<file path="config.mk">
export PLATFORM = sky130hd
export DESIGN_NAME = wake_frame_detector
export DESIGN_NICKNAME = d
export VERILOG_FILES = /design/src/inc/wfd_pkg.sv /design/src/core/wfd_crc_filter.sv /design/src/core/wake_frame_detector.sv
export SDC_FILE = /design/constraint.sdc
export NUM_CORES = 1
export LEC_CHECK = 0
export ABC_AREA = 1
export BUFFER_PORTS_ARGS = -buffer_cell sky130_fd_sc_hd__buf_4
export CAP_MARGIN = 20
export CORE_AREA = 2 2 134 266
export CTS_BUF_LIST = sky130_fd_sc_hd__clkbuf_4
export DETAILED_ROUTE_END_ITERATION = 10
export DIE_AREA = 0 0 136 268
export PLACE_DENSITY = 0.67
export SYNTH_ARGS = -nofsm -noshare
export SYNTH_HDL_FRONTEND = slang
export SYNTH_SLANG_ARGS = --single-unit
</file>
<file path="constraint.sdc">
create_clock -name ref_clk -period 3.4 [get_ports ref_clk]
set_clock_uncertainty 0.1 [all_clocks]
set_input_delay 0.17 -clock ref_clk [delete_from_list [all_inputs] [get_ports ref_clk]]
set_output_delay 0.17 -clock ref_clk [all_outputs]
set_load 0.02 [all_outputs]
</file>
<file path="src/inc/wfd_pkg.sv">
/*
 * Shared constants, carrier types and the CRC-16 step for the wake frame
 * detector. Assumes byte-wide receive data on the MAC receive clock.
 */
`default_nettype none

package wfd_pkg;

	////////////////////////////////////////////////////////////////////////
	// Sizes and positions
	localparam int NUM_FILTERS    = 4;
	localparam int CMD_ENABLE_POS = 0;
	localparam int CMD_MCAST_POS  = 3;
	localparam int STS_FRAME_POS  = 0;
	localparam int STS_REMOTE_POS = 1;
	localparam int ADDR_BYTES     = 6;

	localparam logic [8:0] MASK_SPAN = 9'h01F;
	localparam logic [8:0] IDX_ZERO  = 9'h000;
	localparam logic [8:0] IDX_ONE   = 9'h001;
	localparam logic [8:0] IDX_MAX   = 9'h1FF;
	localparam logic [8:0] HDR_LAST  = 9'h00B;
	localparam logic [8:0] DA_BYTES  = 9'h006;

	////////////////////////////////////////////////////////////////////////
	// Remote-wake pattern figures
	localparam logic [7:0] SYNC_BYTE = 8'hFF;
	localparam logic [2:0] SYNC_ZERO = 3'h0;
	localparam logic [2:0] SYNC_ONE  = 3'h1;
	localparam logic [2:0] SYNC_FULL = 3'h6;
	localparam logic [2:0] POS_ZERO  = 3'h0;
	localparam logic [2:0] POS_ONE   = 3'h1;
	localparam logic [2:0] POS_LAST  = 3'h5;
	localparam logic [3:0] REP_ZERO  = 4'h0;
	localparam logic [3:0] REP_ONE   = 4'h1;
	localparam logic [3:0] REP_LAST  = 4'hF;

	////////////////////////////////////////////////////////////////////////
	// CRC-16, bit-serial, least significant data bit first
	localparam logic [15:0] CRC_INIT = 16'hFFFF;
	localparam logic [15:0] CRC_POLY = 16'h8005;

	////////////////////////////////////////////////////////////////////////
	// Carriers
	typedef struct packed {
		logic [31:0] mask;
		logic [3:0]  command;
		logic [7:0]  offset;
		logic [15:0] crc;
	} wfd_filter_cfg_t;

	typedef struct packed {
		logic       valid;
		logic       sof;
		logic       eof;
		logic [7:0] data;
	} wfd_rx_byte_t;

	typedef enum {
		WFD_MP_HEADER,
		WFD_MP_SYNC,
		WFD_MP_ADDR,
		WFD_MP_DONE
	} wfd_mp_state_t;

	function automatic logic [15:0] wfd_crc16_byte(input logic [15:0] crc_in,
		input logic [7:0] data);
		logic [15:0] c;
		c = crc_in;
		for (int b = 0; b < 8; b++)
		begin
			if (c[15] ^ data[b])
				c = {c[14:0], 1'b0} ^ CRC_POLY;
			else
				c = {c[14:0], 1'b0};
		end
		return c;
	endfunction

endpackage

`default_nettype wire

</file>
<file path="src/core/wfd_crc_filter.sv">
/*
 * One pattern filter: incremental masked CRC-16 over a frame and the
 * end-of-frame comparison. Assumes the top qualifies the destination.
 */
`timescale 1ns/1ps
`default_nettype none

module wfd_crc_filter (
	input  wire logic                     ref_clk,        // Receive clock
	input  wire logic                     reset_n,        // Async reset, low
	input  wire wfd_pkg::wfd_filter_cfg_t cfg,            // Filter settings
	input  wire wfd_pkg::wfd_rx_byte_t    rx,             // Receive byte
	input  wire logic                     frame_multicast, // Group address
	input  wire logic                     frame_addr_ok,  // Destination taken
	output logic                          hit             // Match pulse
);

	logic [8:0]  idx_r;
	logic [15:0] crc_r;
	logic        hit_r;

	////////////////////////////////////////////////////////////////////////
	// Byte window
	wire [8:0]  byte_idx = rx.sof ? wfd_pkg::IDX_ZERO : idx_r;
	wire [8:0]  rel      = byte_idx - {1'b0, cfg.offset};
	wire        after    = byte_idx >= {1'b0, cfg.offset};
	wire        in_win   = after && (rel < wfd_pkg::MASK_SPAN) && cfg.mask[rel[4:0]];
	wire [15:0] crc_base = rx.sof ? wfd_pkg::CRC_INIT : crc_r;
	wire [15:0] crc_nxt  = in_win ? wfd_pkg::wfd_crc16_byte(crc_base, rx.data) : crc_base;
	wire        enabled  = cfg.command[wfd_pkg::CMD_ENABLE_POS];
	wire        type_ok  = cfg.command[wfd_pkg::CMD_MCAST_POS] == frame_multicast;
	wire        crc_eq   = crc_nxt == cfg.crc;
	wire [8:0]  idx_nxt  = (byte_idx == wfd_pkg::IDX_MAX) ? wfd_pkg::IDX_MAX : byte_idx + wfd_pkg::IDX_ONE;
	wire        hit_nxt  = rx.valid && rx.eof && enabled && type_ok && frame_addr_ok && crc_eq;

	////////////////////////////////////////////////////////////////////////
	// State
	always_ff @(posedge ref_clk or negedge reset_n)
	begin
		if (!reset_n)
		begin
			idx_r <= wfd_pkg::IDX_ZERO;
			crc_r <= wfd_pkg::CRC_INIT;
			hit_r <= 1'b0;
		end
		else
		begin
			if (rx.valid)
			begin
				idx_r <= idx_nxt;
				crc_r <= crc_nxt;
			end
			hit_r <= hit_nxt;
		end
	end

	assign hit = hit_r;

endmodule

`default_nettype wire

</file>
<file path="src/core/wake_frame_detector.sv">
/*
 * Wake-up detection in the MAC receive path: four pattern filters and the
 * remote-wake pattern detector, with status, interrupt and power event.
 * Assumes byte-wide receive data on ref_clk, one byte per valid cycle.
 * The host holds the filter table and station address steady while frames
 * arrive, and pulses each status clear for a single cycle.
 */
// Notes on behaviour
// - Command bit 3 picks multicast or unicast
// - Filter used only while its enable set
// - Offset picks first byte in the CRC
// - Offset zero is first destination byte
// - Stored CRC equals computed CRC means wake
// - Remote-wake mode halts normal reception
// - Detection raises interrupt or power event
// - Detection sets remote-wake-received status
// - Clearing remote-wake enable resumes normal reception; here frame-wake enable and low power must be clear too
// - Examine station or broadcast addressed frames
// - Multicast frames also accepted for remote wake
// - Search six all-ones bytes after addresses
// - Sixteen unbroken address copies declare the pattern
// - Broken copies restart the all-ones search
// - Copies anywhere, sync immediately before them
// - Full power: detection follows enable bit
// - Low power forces both detections on
// - Mask bit j (0 to 30) takes byte offset plus j; bit 31 unused
// - Four independent filters with own settings
// - Filter hit sets frame-wake-received status
`timescale 1ns/1ps
`default_nettype none

module wake_frame_detector (
	input  wire logic                     ref_clk,               // Receive clock
	input  wire logic                     reset_n,               // Async reset, low
	input  wire wfd_pkg::wfd_rx_byte_t    rx,                    // Receive byte
	input  wire logic [47:0]              station_address,       // Byte 0 in [7:0]
	input  wire wfd_pkg::wfd_filter_cfg_t filter_cfg [wfd_pkg::NUM_FILTERS], // Filter table
	input  wire logic                     remote_wake_enable,    // Control bit
	input  wire logic                     frame_wake_enable,     // Control bit
	input  wire logic                     first_low_power_state, // Low power level
	input  wire logic                     wake_irq_enable,       // Route to interrupt
	input  wire logic                     wake_pme_enable,       // Route to event
	input  wire logic [1:0]               status_clear,          // Clear pulses
	output logic                          frame_wake_received,   // Sticky status
	output logic                          remote_wake_received,  // Sticky status
	output logic                          host_irq,              // Host interrupt
	output logic                          power_event_output,    // Power event
	output logic                          normal_rx_enable       // Normal reception
);

	////////////////////////////////////////////////////////////////////////
	// Mode selection
	wire remote_active = remote_wake_enable | first_low_power_state;
	wire frame_active  = frame_wake_enable | first_low_power_state;
	// Either detection mode holds normal reception off until it is cleared
	wire normal_nxt    = !(remote_active | frame_active);

	// All-ones byte: broadcast destination and sync stream alike
	function automatic logic is_ones(input logic [7:0] b);
		return b == wfd_pkg::SYNC_BYTE;
	endfunction

	// Station address byte k, k counted in wire order
	function automatic logic [7:0] addr_byte(input logic [47:0] addr, input logic [2:0] k);
		logic [7:0] b;
		b = 8'h00;
		for (int i = 0; i < wfd_pkg::ADDR_BYTES; i++)
		begin
			if (k == 3'(i))
				b = addr[8*i +: 8];
		end
		return b;
	endfunction

	////////////////////////////////////////////////////////////////////////
	// Destination address tracking
	logic [8:0] idx_r;
	logic       da_station_r;
	logic       da_bcast_r;
	logic       da_mcast_r;

	// Destination class, settled once byte five has passed
	wire [8:0] byte_idx   = rx.sof ? wfd_pkg::IDX_ZERO : idx_r;
	wire       in_da      = byte_idx < wfd_pkg::DA_BYTES;
	wire [7:0] da_expect  = addr_byte(station_address, byte_idx[2:0]);
	wire       st_base    = rx.sof ? 1'b1 : da_station_r;
	wire       bc_base    = rx.sof ? 1'b1 : da_bcast_r;
	wire       st_nxt     = in_da ? st_base && (rx.data == da_expect) : st_base;
	wire       bc_nxt     = in_da ? bc_base && is_ones(rx.data) : bc_base;
	// Group bit rides in bit zero of the first destination byte
	wire       mc_nxt     = rx.sof ? rx.data[0] : da_mcast_r;
	wire [8:0] idx_nxt    = (byte_idx == wfd_pkg::IDX_MAX) ? wfd_pkg::IDX_MAX
		: byte_idx + wfd_pkg::IDX_ONE;
	// Broadcast carries the group bit, so it counts as multicast too
	wire       frame_ok   = da_station_r | da_bcast_r | da_mcast_r;

	always_ff @(posedge ref_clk or negedge reset_n)
	begin
		if (!reset_n)
		begin
			idx_r        <= wfd_pkg::IDX_ZERO;
			da_station_r <= 1'b0;
			da_bcast_r   <= 1'b0;
			da_mcast_r   <= 1'b0;
		end
		else if (rx.valid)
		begin
			idx_r        <= idx_nxt;
			da_station_r <= st_nxt;
			da_bcast_r   <= bc_nxt;
			da_mcast_r   <= mc_nxt;
		end
	end

	////////////////////////////////////////////////////////////////////////
	// Pattern filters
	logic [wfd_pkg::NUM_FILTERS-1:0] filter_hit;
	// Filters take station and group frames; broadcast is a group frame
	wire                             filter_addr_ok = da_station_r | da_mcast_r;

	// Filters run side by side on the same bytes
	generate
		for (genvar g = 0; g < wfd_pkg::NUM_FILTERS; g++)
		begin : g_filter
			wfd_crc_filter u_filter (
				.ref_clk         (ref_clk),
				.reset_n         (reset_n),
				.cfg             (filter_cfg[g]),
				.rx              (rx),
				.frame_multicast (da_mcast_r),
				.frame_addr_ok   (filter_addr_ok),
				.hit             (filter_hit[g])
			);
		end
	endgenerate

	// Hits outside frame-wake mode are dropped, not held
	wire frame_event = frame_active && (|filter_hit);

	////////////////////////////////////////////////////////////////////////
	// Remote-wake pattern search
	wfd_pkg::wfd_mp_state_t mp_state_r;
	wfd_pkg::wfd_mp_state_t mp_state_nxt;
	logic [2:0]             ff_cnt_r;
	logic [2:0]             ff_cnt_nxt;
	logic [2:0]             pos_r;
	logic [2:0]             pos_nxt;
	logic [3:0]             rep_r;
	logic [3:0]             rep_nxt;
	logic                   mp_found;

	wire       is_sync    = is_ones(rx.data);
	wire [7:0] addr_want  = addr_byte(station_address, pos_r);
	wire [7:0] addr_first = addr_byte(station_address, wfd_pkg::POS_ZERO);
	wire [2:0] ff_inc     = (ff_cnt_r == wfd_pkg::SYNC_FULL) ? wfd_pkg::SYNC_FULL
		: ff_cnt_r + wfd_pkg::SYNC_ONE;
	wire [2:0] ff_restart = is_sync ? wfd_pkg::SYNC_ONE : wfd_pkg::SYNC_ZERO;

	// Search decode
	wire       hdr_done   = byte_idx == wfd_pkg::HDR_LAST;
	wire       sync_done  = ff_cnt_r == wfd_pkg::SYNC_FULL;
	wire       copy_start = sync_done && (rx.data == addr_first);
	wire       addr_ok    = rx.data == addr_want;
	wire       copy_end   = pos_r == wfd_pkg::POS_LAST;
	wire       last_copy  = rep_r == wfd_pkg::REP_LAST;

	always_comb
	begin
		mp_state_nxt = mp_state_r;
		ff_cnt_nxt   = ff_cnt_r;
		pos_nxt      = pos_r;
		rep_nxt      = rep_r;
		mp_found     = 1'b0;
		// A frame start always restarts from the header
		if (rx.sof)
		begin
			mp_state_nxt = wfd_pkg::WFD_MP_HEADER;
			ff_cnt_nxt   = wfd_pkg::SYNC_ZERO;
		end
		else
		begin
			case (mp_state_r)
				wfd_pkg::WFD_MP_HEADER:
				begin
					if (hdr_done)
					begin
						mp_state_nxt = wfd_pkg::WFD_MP_SYNC;
						ff_cnt_nxt   = wfd_pkg::SYNC_ZERO;
					end
				end
				wfd_pkg::WFD_MP_SYNC:
				begin
					if (copy_start)
					begin
						mp_state_nxt = wfd_pkg::WFD_MP_ADDR;
						pos_nxt      = wfd_pkg::POS_ONE;
						rep_nxt      = wfd_pkg::REP_ZERO;
					end
					// Extra all-ones bytes keep the count saturated
					else if (is_sync)
						ff_cnt_nxt = ff_inc;
					else
						ff_cnt_nxt = wfd_pkg::SYNC_ZERO;
				end
				wfd_pkg::WFD_MP_ADDR:
				begin
					if (addr_ok)
					begin
						if (copy_end)
						begin
							pos_nxt = wfd_pkg::POS_ZERO;
							if (last_copy)
							begin
								mp_state_nxt = wfd_pkg::WFD_MP_DONE;
								mp_found     = frame_ok;
							end
							else
								rep_nxt = rep_r + wfd_pkg::REP_ONE;
						end
						else
							pos_nxt = pos_r + wfd_pkg::POS_ONE;
					end
					else
					begin
						// The breaking byte may itself open a new sync
						mp_state_nxt = wfd_pkg::WFD_MP_SYNC;
						ff_cnt_nxt   = ff_restart;
					end
				end
				// One detection per frame; only a new start leaves
				wfd_pkg::WFD_MP_DONE:
					mp_state_nxt = wfd_pkg::WFD_MP_DONE;
				default:
					mp_state_nxt = wfd_pkg::WFD_MP_HEADER;
			endcase
		end
	end

	always_ff @(posedge ref_clk or negedge reset_n)
	begin
		if (!reset_n)
		begin
			mp_state_r <= wfd_pkg::WFD_MP_HEADER;
			ff_cnt_r   <= wfd_pkg::SYNC_ZERO;
			pos_r      <= wfd_pkg::POS_ZERO;
			rep_r      <= wfd_pkg::REP_ZERO;
		end
		else if (rx.valid)
		begin
			mp_state_r <= mp_state_nxt;
			ff_cnt_r   <= ff_cnt_nxt;
			pos_r      <= pos_nxt;
			rep_r      <= rep_nxt;
		end
	end

	// Gate on valid: the decode also runs on idle cycles
	wire remote_event = rx.valid && mp_found && remote_active;

	////////////////////////////////////////////////////////////////////////
	// Status and signalling
	logic frame_rcvd_r;
	logic remote_rcvd_r;
	logic host_irq_r;
	logic pme_r;
	logic normal_rx_r;

	// A new event wins over a clear in the same cycle
	wire frame_rcvd_nxt  = frame_event
		| (frame_rcvd_r & ~status_clear[wfd_pkg::STS_FRAME_POS]);
	wire remote_rcvd_nxt = remote_event
		| (remote_rcvd_r & ~status_clear[wfd_pkg::STS_REMOTE_POS]);
	wire any_rcvd_nxt    = frame_rcvd_nxt | remote_rcvd_nxt;
	// Routing follows the next status so both outputs rise together
	wire irq_nxt         = any_rcvd_nxt & wake_irq_enable;
	wire pme_nxt         = any_rcvd_nxt & wake_pme_enable;

	always_ff @(posedge ref_clk or negedge reset_n)
	begin
		if (!reset_n)
		begin
			frame_rcvd_r  <= 1'b0;
			remote_rcvd_r <= 1'b0;
			host_irq_r    <= 1'b0;
			pme_r         <= 1'b0;
			normal_rx_r   <= 1'b1;
		end
		else
		begin
			frame_rcvd_r  <= frame_rcvd_nxt;
			remote_rcvd_r <= remote_rcvd_nxt;
			host_irq_r    <= irq_nxt;
			pme_r         <= pme_nxt;
			normal_rx_r   <= normal_nxt;
		end
	end

	assign frame_wake_received  = frame_rcvd_r;
	assign remote_wake_received = remote_rcvd_r;
	assign host_irq             = host_irq_r;
	assign power_event_output   = pme_r;
	assign normal_rx_enable     = normal_rx_r;

endmodule

`default_nettype wire

</file>
==> reports/qor.txt <==
Clock Path Buffers - 2
DPL Wire Length - 43.09 mm
Worst Setup Path Type - reg2reg
Post-synthesis sequential area ratio - 22.27%
Cell Count, Final, Fillers Out - 3530
CTS tree - yes
Leakage power total - 10.89 nW
Final hold slack - -3.920 ps
Pin count of the biggest net entering global routing - 82
Iteration-0 DRC Markers - 929
I/O pins - 313
Share of layout cells above drive strength 1 - 21.61%
Comb pwr share - 55.2%
Area delta synth->final - 30.30%
Routed wire per std cell - 15.58 um
CP arrival - 3760 ps
Finished Cell Area - 19950 um2
CTS Buf Count - 17
Pwr dens - 355.9 nW/um2
Die area - 36450 um2
Final Hold Fails - 1
Final worst-path cycle share - 97.49%
Root Driver - clkbuf_4
Initial antenna violation count - 3
Relative slew margins - 42.79%
Max stage delay cell, worst path - fa_2
Placed inst area - 18510 um2
Drc violations - 0
Tot GR Track Use - 29.78%
Mapped cell area - 15310 um2
Failing checks - negative hold slack
Crit-path max FO - 8
Worst-path clk slew - 140 ps
Post-Route WL - 54.99 mm
Critical Path Start - g_filter[3].u_filter.idx_r[0]$_DFFE_PN0P_
Die W - 136 um
CORE AREA - 34350 um2
Crit path launch type - flip-flop
Worst setup EP type - flip-flop
Switching power - 0.003247 W
Net count, final - 3434
Cell-internal power - 0.003854 W
Fillers - 3503
Initial core utilization - 44.57%
Worst vdd ir - 0.2030 mV
Status - finished with violations
Register share of total power - 27.9%
# rows - 96
Clock power frac - 16.9%
Worst setup margin - 85.19 ps
DR vias/cell - 5.203
Switching share of total power - 45.72%
Port Buffers - 304
Mean post-synth cell area - 5.796 um2
Syn_nets - 3003
Die Y - 268 um
Final Power - 0.007101 W
Final setup TNS - 0 ps
Setup violators final - 0
Synthesized flop and latch total - 133
Post-route ant nets - 0
H-tree levels - 4
GRT overflow - 0
Hold Path Class - in2async
Vias - 18370
RD Place Congestion - 0.9552
Syn Inst Count - 2642
Max Cap Viol - 0
Most frequent cells in the layout - nand2_1 (979), buf_4 (408), inv_1 (349), nand3_1 (295), nor2_1 (211)
Crit-path most repeated cell - nand3_1
Warnings from Yosys - 0
Reg2Reg Depth - 21
First-pass GRT wire length - 85.50 mm
Setup WS pre-CTS - -223.6 ps
Synth cell types - 55
CP Cell Sequence - inv_2, nor2_4, inv_2, ha_4, fa_2, inv_4, nand3_1, nand3_1, nand3_1, nand2_1, o21ai_2, buf_6, nand3_4, buf_4, nand2_1, o21ai_0, or2_2, nand2_1, nor2_1, nand3_1, nor2_1
Minimum clock period - 3315 ps
Max frequency - 301.7 MHz
Crit-path max cell delay - 680 ps
Unrepaired setup endpoints after global routing - yes
Worst EP required - 3840 ps
Fin. max-slew vios - 0
Worst Tran Pin Value - 858.1 ps
Pre-antenna DRT Iters - 8
Vias in the first global route - 18050
Placed Instances - 3397
Commonest non-fill, non-tap cell in the layout - nand2_1
Clock sinks - 133
RR Startpoint - g_filter[3].u_filter.idx_r[0]$_DFFE_PN0P_
Skew-Pair Late Insertion Delay - 650 ps
-- worst max-delay path: cells and delay by family (launching register included) --
family          cells  cell delay [ps]
fa+ha+maj           2              840
buf+inv             5              530
compound gates      2              220
flops               1              370
simple gates       12             1150
-- power groups by stage --
| stage | registers (W) | logic, W | clock network, W |
|---|---|---|---|
| floorplan | 0.00196 | 0.00253 | 0 |
| global placement | 0.00200 | 0.00360 | 0 |
| detailed placement | 0.00201 | 0.00366 | 0 |
| CTS | 0.00198 | 0.00376 | 0.00122 |
| global route | 0.00201 | 0.00441 | 0.00128 |
| finish | 0.00198 | 0.00392 | 0.00120 |
-- cells by family after synthesis --
logic type | after synthesis | synth area share, %
AOI/OAI and AO/OA | 238 | 9.283
xor gates and xnor gates | 76 | 4.543
adders and majority gates | 53 | 4.527
buffers and inverters | 468 | 12.76
DFF | 133 | 22.27
and+or+nand+nor | 1674 | 46.63
-- final timing paths --
| path | end | slack, ps |
|---|---|---|
| max | g_filter[3].u_filter.hit$_DFF_PN0_ | 90 |
| min | g_filter[3].u_filter.idx_r[1]$_DFFE_PN0P_ | -4 |
| max reg2reg | g_filter[3].u_filter.hit$_DFF_PN0_ | 90 |
| min reg2reg | g_filter[2].u_filter.crc_r[13]$_DFFE_PN1P_ | 390 |
| max in group asynchronous | g_filter[0].u_filter.crc_r[3]$_DFFE_PN1P_ | 2230 |
| min in group ref_clk | g_filter[1].u_filter.hit$_DFF_PN0_ | 20 |
-- cell usage after synthesis (all sizes together) --
cell type / n / area share [%]
nand3b: 20 / 0.98
or3: 1 / 0.041
o21a: 2 / 0.098
a32oi: 3 / 0.17
a31oi: 12 / 0.49
nor3: 30 / 1.1
xnor2: 19 / 1.1
nand2: 1008 / 25
o21ai: 106 / 3.5
nand4: 38 / 1.6
a22oi: 28 / 1.4
dfstp: 65 / 11
fa: 4 / 0.52
buf: 59 / 2.7
ha: 49 / 4.0
a41oi: 1 / 0.057
and2: 3 / 0.12
nor4: 2 / 0.082
o22ai: 5 / 0.20
o221ai: 2 / 0.11
a2bb2oi: 2 / 0.11
or4: 1 / 0.049
o31ai: 2 / 0.098
clkinv: 1 / 0.024
nand3: 306 / 10
a21o: 2 / 0.098
a21oi: 46 / 1.6
or2: 11 / 0.45
clkbuf: 34 / 0.83
a211oi: 1 / 0.049
inv: 374 / 9.2
o211ai: 21 / 1.1
dfrtp: 68 / 11
xor2: 57 / 3.5
o21bai: 3 / 0.15
o2111ai: 2 / 0.11
nor2: 254 / 7.2
-- final cells by class --
class                      count  area, um2  area share, %
tap                          441      551.8          2.766
inverter                     375       1425          7.143
clock buffer                  19      142.6         0.7149
timing repair buffer         504       4124          20.67
clock inverter                13      148.9         0.7463
multi-input combinational   2042      10140          50.83
antenna                        3      7.507        0.03763
sequential                   133       3410          17.09
-- sequential cells by signal, summed over array words and instances (netlist names), 2 cells and up --
signal                   flops
pos_r                        3
mp_state_r                   2
rep_r                        4
idx_r                        9
g_filter.u_filter.hit        4
ff_cnt_r                     3
g_filter.u_filter.idx_r     36
g_filter.u_filter.crc_r     64
-- stage by stage --
| stage | hold WS, ps | utilization, % |
|---|---|---|
| global placement | 173.8 | 53.89 |
| finish | -3.920 | 58.08 |
| global route | 31.94 | 58.08 |
| CTS | 0.9805 | 57.08 |
| floorplan | -225.6 | - |
| detailed placement | 173.4 | 53.89 |
-- what timing repair did --
action | CTS | global route
hold buffers | 79 | 0
pin swaps | 1 | 25
gates resized for setup | 5 | 64
buffers inserted | 0 | 18
cloned | 0 | 1
hold endpoints to repair | 110 | 0
setup endpoints to repair | 2 | 15
-- routing by layer --
layer	GRT usage, %	wire (um)
met1	29.09	19000
met2	56.72	29360
met3	3.452	2712
met4	20.89	3921
met5	0	0
No activity file was read; power rests on OpenSTA's default activity.
